## src/hdl/hsw_consts.vh

```
// Constants shared by the watchdog block: offsets, fields, reset values
`ifndef HSW_CONSTS_VH
`define HSW_CONSTS_VH

// ==================================================
// Register offsets
`define HSW_ADDR_W 16
`define HSW_OFF_CONTROL 16'h000c
`define HSW_OFF_STATUS 16'h000d

// ==================================================
// Control register fields
`define HSW_BIT_CLK_SEL_HI 7
`define HSW_BIT_CLK_SEL_LO 6
`define HSW_BIT_SUB_OSC_PICK 5
`define HSW_BIT_HW_MODE_FLAG 4
`define HSW_KEY_MSB 3
`define HSW_KEY_LSB 0
`define HSW_KEY_CODE 4'h5
`define HSW_KEY_READ 4'h0

// ==================================================
// Reset and read values
`define HSW_CTRL_RESET_SW 8'h00
`define HSW_CTRL_VALUE_HW 8'h30
`define HSW_SEL_RESET 3'h0
`define HSW_SEL_HW 3'h1

// ==================================================
// Status register fields
`define HSW_STAT_ACTIVE 0
`define HSW_STAT_COUNT 1
`define HSW_STAT_RUNNING 2
`define HSW_STAT_STBY_RUN 3

// ==================================================
// Tick source indices into the synchronised source vector
`define HSW_SRC_TBT21 0
`define HSW_SRC_TBT20 1
`define HSW_SRC_WP14 2
`define HSW_SRC_WP13 3
`define HSW_SRC_SCR16 4
`define HSW_SRC_NUM 5

`endif

```

## src/hdl/hsw_sync.v

```verilog
// Two-stage synchroniser for a vector of independent levels
`timescale 1ns/10ps
module hsw_sync #(
  parameter WIDTH = 1
) (
  input wire i_clk,
  input wire i_rst_n,
  input wire [WIDTH-1:0] i_async,
  output wire [WIDTH-1:0] o_sync
);
  reg [WIDTH-1:0] meta_q;
  reg [WIDTH-1:0] sync_q;

  // First stage feeds the second stage only
  always @(posedge i_clk or negedge i_rst_n) begin
    if (!i_rst_n) begin
      meta_q <= {WIDTH{1'b0}};
      sync_q <= {WIDTH{1'b0}};
    end else begin
      meta_q <= i_async;
      sync_q <= meta_q;
    end
  end

  assign o_sync = sync_q;
endmodule

```

## src/hdl/hsw_tick_sel.v

```verilog
// Count source selector turning the chosen prescaler output into enable pulses
`timescale 1ns/10ps
`include "hsw_consts.vh"
module hsw_tick_sel (
  input wire i_clk,
  input wire i_rst_n,
  input wire [`HSW_SRC_NUM-1:0] i_src,
  input wire [2:0] i_sel,
  input wire i_restart,
  output wire o_tick
);
  reg prev_q;
  reg level;

  // ==================================================
  // Source decode: {clock_sel_hi, clock_sel_lo, sub_osc_pick}
  always @* begin
    level = 1'b0;
    if (i_sel[0]) begin
      level = i_src[`HSW_SRC_SCR16];
    end else begin
      case (i_sel[2:1])
        2'b00: level = i_src[`HSW_SRC_TBT21];
        2'b01: level = i_src[`HSW_SRC_TBT20];
        2'b10: level = i_src[`HSW_SRC_WP14];
        2'b11: level = i_src[`HSW_SRC_WP13];
        default: level = 1'b0;
      endcase
    end
  end

  // ==================================================
  // Rising edge of the selected output is one tick
  // Restart reloads the history so a source switch made in a restart cycle gives no false tick
  always @(posedge i_clk or negedge i_rst_n) begin
    if (!i_rst_n) begin
      prev_q <= 1'b0;
    end else if (i_restart) begin
      prev_q <= level;
    end else begin
      prev_q <= level;
    end
  end

  assign o_tick = level & ~prev_q & ~i_restart;
endmodule

```

## src/hdl/hsw_watchdog.v

```verilog
// Hardware/software watchdog timer with its control register and reset request
//
// The address-and-strobe port is this design's own decision.
`timescale 1ns/10ps
`include "hsw_consts.vh"
module hsw_watchdog #(
  parameter ADDR_W = `HSW_ADDR_W
) (
  input wire i_mclk,
  input wire i_reset_n,
  // Register port
  input wire [ADDR_W-1:0] i_addr,
  input wire [7:0] i_wdata,
  input wire i_wr,
  input wire i_rd,
  output wire [7:0] o_rdata,
  // Prescaler outputs, asynchronous square waves
  input wire i_tbt_out21,
  input wire i_tbt_out20,
  input wire i_wp_out14,
  input wire i_wp_out13,
  input wire i_scr_out16,
  // Prescaler clear pulses, same clock
  input wire i_tbt_clear,
  input wire i_wp_clear,
  input wire i_scr_clear,
  // System state, same clock
  input wire i_standby,
  // Nonvolatile selection copy
  input wire i_nv_hw_mode,
  input wire i_nv_hw_stby_run,
  // Reset request and state
  output wire o_wdt_reset_req,
  output wire o_active
);

  // ==================================================
  // Address decode
  function addr_hit;
    input [ADDR_W-1:0] addr;
    input [ADDR_W-1:0] offset;
    begin
      addr_hit = (addr == offset);
    end
  endfunction

  // ==================================================
  // Count source decode
  function clear_of_sel;
    input [2:0] sel;
    input tbt_clr;
    input wp_clr;
    input scr_clr;
    begin
      if (sel[0]) begin
        clear_of_sel = scr_clr;
      end else if (sel[2]) begin
        clear_of_sel = wp_clr;
      end else begin
        clear_of_sel = tbt_clr;
      end
    end
  endfunction

  // ==================================================
  // Reset release through two flops
  // Every flop but these two leaves reset on the same retimed edge
  reg rst_meta_q;
  reg rst_sync_q;
  wire rst_n;

  always @(posedge i_mclk or negedge i_reset_n) begin
    if (!i_reset_n) begin
      rst_meta_q <= 1'b0;
      rst_sync_q <= 1'b0;
    end else begin
      rst_meta_q <= 1'b1;
      rst_sync_q <= rst_meta_q;
    end
  end

  assign rst_n = rst_sync_q;

  // ==================================================
  // Strap capture
  reg strap_done_q;
  reg hw_mode_q;
  reg hw_stby_run_q;

  // capture mode straps once
  // Async reset loads constants; straps are taken on the first clocked cycle
  always @(posedge i_mclk or negedge rst_n) begin
    if (!rst_n) begin
      strap_done_q <= 1'b0;
      hw_mode_q <= 1'b0;
      hw_stby_run_q <= 1'b0;
    end else if (!strap_done_q) begin
      strap_done_q <= 1'b1;
      hw_mode_q <= i_nv_hw_mode;
      hw_stby_run_q <= i_nv_hw_mode & i_nv_hw_stby_run;
    end
  end

  // ==================================================
  // Source synchronisation and tick generation
  wire [`HSW_SRC_NUM-1:0] src_async;
  wire [`HSW_SRC_NUM-1:0] src_sync;
  wire tick;

  assign src_async = {i_scr_out16, i_wp_out13, i_wp_out14, i_tbt_out20, i_tbt_out21};

  hsw_sync #(
    .WIDTH(`HSW_SRC_NUM)
  ) u_src_sync (
    .i_clk(i_mclk),
    .i_rst_n(rst_n),
    .i_async(src_async),
    .o_sync(src_sync)
  );

  // ==================================================
  // Control register state
  reg [2:0] sel_q;
  reg sw_active_q;
  reg count_q;
  reg reset_req_q;
  reg [7:0] rdata_q;
  reg stopped_q;

  wire wr_ctrl;
  wire rd_ctrl;
  wire rd_stat;
  wire key_ok;
  wire [2:0] eff_sel;
  wire active;
  wire stby_stop;
  wire running;
  wire src_clear;
  wire key_clear;
  wire counter_clear;
  wire restart;

  assign wr_ctrl = i_wr & addr_hit(i_addr, `HSW_OFF_CONTROL);
  assign rd_ctrl = i_rd & addr_hit(i_addr, `HSW_OFF_CONTROL);
  assign rd_stat = i_rd & addr_hit(i_addr, `HSW_OFF_STATUS);

  assign key_ok = wr_ctrl & (i_wdata[`HSW_KEY_MSB:`HSW_KEY_LSB] == `HSW_KEY_CODE);

  // hardware mode forces the sub-oscillator source
  assign eff_sel = hw_mode_q ? `HSW_SEL_HW : sel_q;

  // software activation only when hardware mode is off
  assign active = (hw_mode_q & strap_done_q) | sw_active_q;

  // standby stops the counter unless hardware standby running
  assign stby_stop = i_standby & ~hw_stby_run_q;
  assign running = active & ~stby_stop;

  // clearing the prescaler in use clears the counter
  assign src_clear = clear_of_sel(eff_sel, i_tbt_clear, i_wp_clear, i_scr_clear);

  // key on an already running watchdog is a clear
  assign key_clear = key_ok & active;

  assign counter_clear = src_clear | key_clear | ~running;

  // Source history is reloaded whenever counting restarts
  assign restart = counter_clear | (running & stopped_q);

  // ticks are one-cycle enables on the system clock
  hsw_tick_sel u_tick_sel (
    .i_clk(i_mclk),
    .i_rst_n(rst_n),
    .i_src(src_sync),
    .i_sel(eff_sel),
    .i_restart(restart),
    .o_tick(tick)
  );

  // ==================================================
  // Activation and clock selection
  // first key write after reset activates
  // nothing but reset drops the activation
  always @(posedge i_mclk or negedge rst_n) begin
    if (!rst_n) begin
      sw_active_q <= 1'b0;
    end else if (key_ok & ~hw_mode_q & strap_done_q) begin
      sw_active_q <= 1'b1;
    end
  end

  // select bits writable in software mode, reset to zero
  // full-byte writes assumed; a merged write would also carry the key
  // Locked after activation except alongside a valid key, so a stray write
  // cannot retune a running watchdog
  always @(posedge i_mclk or negedge rst_n) begin
    if (!rst_n) begin
      sel_q <= `HSW_SEL_RESET;
    end else if (wr_ctrl & ~hw_mode_q & (~sw_active_q | key_ok)) begin
      sel_q <= {i_wdata[`HSW_BIT_CLK_SEL_HI], i_wdata[`HSW_BIT_CLK_SEL_LO],
                i_wdata[`HSW_BIT_SUB_OSC_PICK]};
    end
  end

  // ==================================================
  // Counter and overflow
  always @(posedge i_mclk or negedge rst_n) begin
    if (!rst_n) begin
      stopped_q <= 1'b1;
    end else begin
      stopped_q <= ~running;
    end
  end

  // A clear beats a same-cycle tick, so a last-moment key still rescues
  // one-bit counter, tick advances it
  always @(posedge i_mclk or negedge rst_n) begin
    if (!rst_n) begin
      count_q <= 1'b0;
    end else if (counter_clear) begin
      count_q <= 1'b0;
    end else if (tick) begin
      count_q <= ~count_q;
    end
  end

  // tick on a full counter overflows
  // Request holds until the chip reset takes effect
  always @(posedge i_mclk or negedge rst_n) begin
    if (!rst_n) begin
      reset_req_q <= 1'b0;
    end else if (~counter_clear & tick & count_q) begin
      reset_req_q <= 1'b1;
    end
  end

  // ==================================================
  // Read words, assembled by field position
  reg [7:0] ctrl_word;
  reg [7:0] stat_word;

  always @* begin
    ctrl_word = `HSW_CTRL_RESET_SW;
    if (hw_mode_q) begin
      ctrl_word = `HSW_CTRL_VALUE_HW;
    end else begin
      ctrl_word[`HSW_BIT_CLK_SEL_HI] = sel_q[2];
      ctrl_word[`HSW_BIT_CLK_SEL_LO] = sel_q[1];
      ctrl_word[`HSW_BIT_SUB_OSC_PICK] = sel_q[0];
      ctrl_word[`HSW_BIT_HW_MODE_FLAG] = 1'b0;
    end
    ctrl_word[`HSW_KEY_MSB:`HSW_KEY_LSB] = `HSW_KEY_READ;
  end

  // Status word is local to this block, not part of the control register
  always @* begin
    stat_word = 8'h00;
    stat_word[`HSW_STAT_ACTIVE] = active;
    stat_word[`HSW_STAT_COUNT] = count_q;
    stat_word[`HSW_STAT_RUNNING] = running;
    stat_word[`HSW_STAT_STBY_RUN] = hw_stby_run_q;
  end

  // ==================================================
  // Read path
  // Data stand one cycle after the strobe, zero otherwise
  always @(posedge i_mclk or negedge rst_n) begin
    if (!rst_n) begin
      rdata_q <= 8'h00;
    end else if (rd_ctrl) begin
      rdata_q <= ctrl_word;
    end else if (rd_stat) begin
      rdata_q <= stat_word;
    end else begin
      rdata_q <= 8'h00;
    end
  end

  assign o_rdata = rdata_q;
  assign o_wdt_reset_req = reset_req_q;
  assign o_active = active;

endmodule

```

## config.mk

```make
export PLATFORM = sky130hd
export DESIGN_NAME = hsw_watchdog
export DESIGN_NICKNAME = d
export VERILOG_FILES = /design/src/hdl/hsw_sync.v /design/src/hdl/hsw_tick_sel.v /design/src/hdl/hsw_watchdog.v
export VERILOG_INCLUDE_DIRS = /design/src /design/src/hdl
export SDC_FILE = /design/constraint.sdc
export NUM_CORES = 1
export LEC_CHECK = 0
export BUFFER_PORTS_ARGS = -buffer_cell sky130_fd_sc_hd__buf_2
export CAP_MARGIN = 10
export CORE_MARGIN = 3
export CORE_UTILIZATION = 46
export DETAILED_ROUTE_END_ITERATION = 8
export GPL_ROUTABILITY_DRIVEN = 0
export PLACE_DENSITY = 0.84
export SETUP_SLACK_MARGIN = 0.4
export SLEW_MARGIN = 15
export SYNTH_ARGS = -nofsm -noshare
export SYNTH_HDL_FRONTEND = slang
export SYNTH_HIERARCHICAL = 1
export SYNTH_SLANG_ARGS = --single-unit
```

## constraint.sdc

```tcl
create_clock -name i_mclk -period 1.2 [get_ports i_mclk]
set_input_delay 0 -clock i_mclk [delete_from_list [all_inputs] [get_ports i_mclk]]
set_output_delay 0 -clock i_mclk [all_outputs]
set_load 0.1 [all_outputs]
```

==> metrics.txt <==
status finished, violations left; failing checks negative setup slack; post-synthesis sequential area ratio 0.6649; number of port buffers 47; Final Net Count 209; uppermost layer routed met4; Synth-to-Final Area Change 85.12%; total gr overflow 0; Pins Over Slew Limit 0; Max Clock Skew 0.008090 ns; Routed Wire Length 4492 um; unrepaired setup endpoints after global routing yes; Row Count 17; hold_ws 0.02259 ns; wire per inst 22.57 um; cell area after placement 1609 um^2; met1 wire length 1586 um; crit path DAT 2.06 ns; vias per cell 5.487; Die ar. 3182 um^2; CTS tree built; cts bufs inserted 5; total iterations of the first detailed-routing run 4; Worst-Skew Late Latency 0.33 ns; minimum clock period 1.831 ns; die height 56.41 um; # setup viols final 7; first-pass GRT wire length 4933 um; static leakage 0.9950 nW; post-route setup TNS -2.179 ns; PD cells 1060 nW/um^2; worst-case clock buffer depth 2; fin area 2163 um^2; Total GRT Usage 0.2063; Worst setup SP type flop; WS Path Type flop to flop; Synth warnings 6; setup ws final -0.6311 ns; Critical Path End Type flop; dpl hpwl 2008 um; synthesized area 1169 um^2; largest net degree at the start of global routing 30; H-tree levels 2; hold crit path type primary input to flop; met3 routed WL 277 um; chip width 56.41 um; Non-Filler Instances 199; Peak supply drop 1160 uV; Routed Antenna Nets 0; Fin. Hold Viols 0; met2 WL post-DR 2445 um; CP Max Fanout 2; cell count after placement 172; initial DRC count 39; Tcrit/Tclk final 1.526; vias in the first global route 1092; IO Pins 49; share of layout cells above drive strength 1 0.6784; DR DRC count 0; Synth Instances 81; fmax 546.1 MHz; total core area 2318 um^2; FF+latch count, synth 31; Clk pin slew, worst setup/hold paths 0.10 ns; required time worst endpoint 1.43 ns; Num Clock Sinks 31; unique cell type count in the Yosys netlist 32; MaxCap Viol Count 0; initial antenna violation count 0; pre-CTS WS -0.6087 ns; Initial Util 0.5040; Mean Syn Cell Area 14.43 um^2; Clk Tree Root Cell clkbuf_4; ant diodes 0; Fillers 69; via count 1092
==> flip-flops by register name (all words and copies together), names as in the netlist <==
register,cells
o_rdata,8
u_src_sync/meta_q,5
u_src_sync/o_sync,5
sel_q,3
count_q,1
hw_mode_q,1
hw_stby_run_q,1
o_wdt_reset_req,1
rst_meta_q,1
rst_n,1
stopped_q,1
strap_done_q,1
sw_active_q,1
u_tick_sel/prev_q,1
==> worst max-delay path, stage by stage (launching register included) <==
cell	delay [ns]
dfrtp_1	0.43
nor2b_2	0.14
mux4_2	0.49
mux2_4	0.28
nor3b_2	0.17
xnor2_1	0.16
nor2_1	0.06
==> metal layers <==
metal | track usage | vias to the layer above
met3 | 0.05977 | 19
met2 | 0.3923 | 66
met1 | 0.2165 | 548
met5 | 0 | -
li1 | - | 459
met4 | 0.06102 | 0
==> area by class of cell <==
class,instances,area [um^2],area share
clock buffers,6,51.30,0.02371
multi-input cells,48,510.5,0.2360
repair buffers,81,730.7,0.3378
clock inverters,2,35.03,0.01619
flip-flops and latches,31,789.5,0.3650
inverters,3,11.26,0.005205
well taps,28,35.03,0.01619
==> cells in the mapped netlist <==
library cell | instances | share of area
xnor2_1 | 1 | 0.0075
mux2_2 | 2 | 0.019
and4bb_1 | 1 | 0.011
or2_2 | 1 | 0.0054
and4b_1 | 1 | 0.0086
nor3b_2 | 1 | 0.011
and3_1 | 1 | 0.0054
a21o_1 | 1 | 0.0064
nor2_1 | 4 | 0.013
inv_1 | 3 | 0.0096
o21bai_1 | 1 | 0.0064
and3_2 | 1 | 0.0064
nand2_1 | 3 | 0.0096
dfstp_2 | 1 | 0.022
o21ai_0 | 2 | 0.0086
nand3_1 | 2 | 0.0086
o21ai_1 | 2 | 0.0086
nor3b_1 | 2 | 0.013
and3_4 | 1 | 0.0096
nor4_1 | 3 | 0.016
mux2_4 | 3 | 0.039
dfrtp_1 | 30 | 0.64
nand3_4 | 1 | 0.015
nor2b_1 | 5 | 0.027
nand2b_1 | 1 | 0.0054
or2_1 | 1 | 0.0054
and4bb_4 | 1 | 0.014
mux4_2 | 1 | 0.019
mux2i_1 | 1 | 0.0086
a211o_1 | 1 | 0.0075
a41o_1 | 1 | 0.0086
conb_1 | 1 | 0.0032
==> layout by cell type, fill, tap and decap left out, drive strengths merged, types with 3 or more instances in the layout <==
master       Yosys  final
and3             3      3
buf              0     68
clkbuf           0      6
dfrtp           30     30
dlygate4sd3      0     13
inv              3      3
mux2             5      5
nand2            3      3
nand3            3      3
nor2             4      4
nor2b            5      5
nor3b            3      3
nor4             3      3
o21ai            4      4
==> cells by family (layout without fill, tap and decap cells) <==
family                 count (synthesis)  count (layout)  synth area share
flip-flops                            31              31            0.6649
AND/OR/NAND/NOR                       30              30            0.1831
AO/OA/AOI/OAI                          8               8           0.04605
multiplexers                           7               7           0.08565
buffers and inverters                  3              92          0.009635
other                                  1               2          0.003209
XOR/XNOR                               1               1          0.007496
==> what timing repair did <==
item / in CTS / in global routing
endpoints found under the hold margin: 20 / 0
gates cloned: 0 / 0
buffers inserted: 0 / 6
resized for setup: 40 / 32
hold buffers: 13 / 0
pin swaps: 5 / 13
endpoints found under the setup margin: 26 / 27
==> per-stage QoR <==
| stage | total power, mW | utilization |
|---|---|---|
| after floorplan | 1.196 | - |
| after global placement | 1.309 | 0.6940 |
| after detailed placement | 1.320 | 0.6940 |
| after CTS | 2.178 | 0.8505 |
| after global routing | 2.372 | 0.9331 |
| final | 2.292 | 0.9331 |
==> worst paths after layout <==
kind / slack, ns / cells after the start / start / end
worst max-delay path: -0.63 / 6 / hw_mode_q / count_q
worst min-delay path: 0.02 / 4 / i_standby / stopped_q
worst max register to register: -0.63 / 6 / hw_mode_q / count_q
worst min register to register: 0.26 / 1 / rst_n / strap_done_q
max in group asynchronous: 0.52 / 3 / i_reset_n / rst_n
min in group asynchronous: 0.26 / 1 / rst_n / strap_done_q
==> power by group <==
| group | internal (mW) | switching, mW | total (mW) |
|---|---|---|---|
| Clock | 0.492 | 0.373 | 0.865 |
| Combinational | 0.175 | 0.155 | 0.330 |
| Sequential | 1.08 | 0.0173 | 1.10 |
| Total | 1.75 | 0.545 | 2.29 |
(Power assumes the default switching activity.)
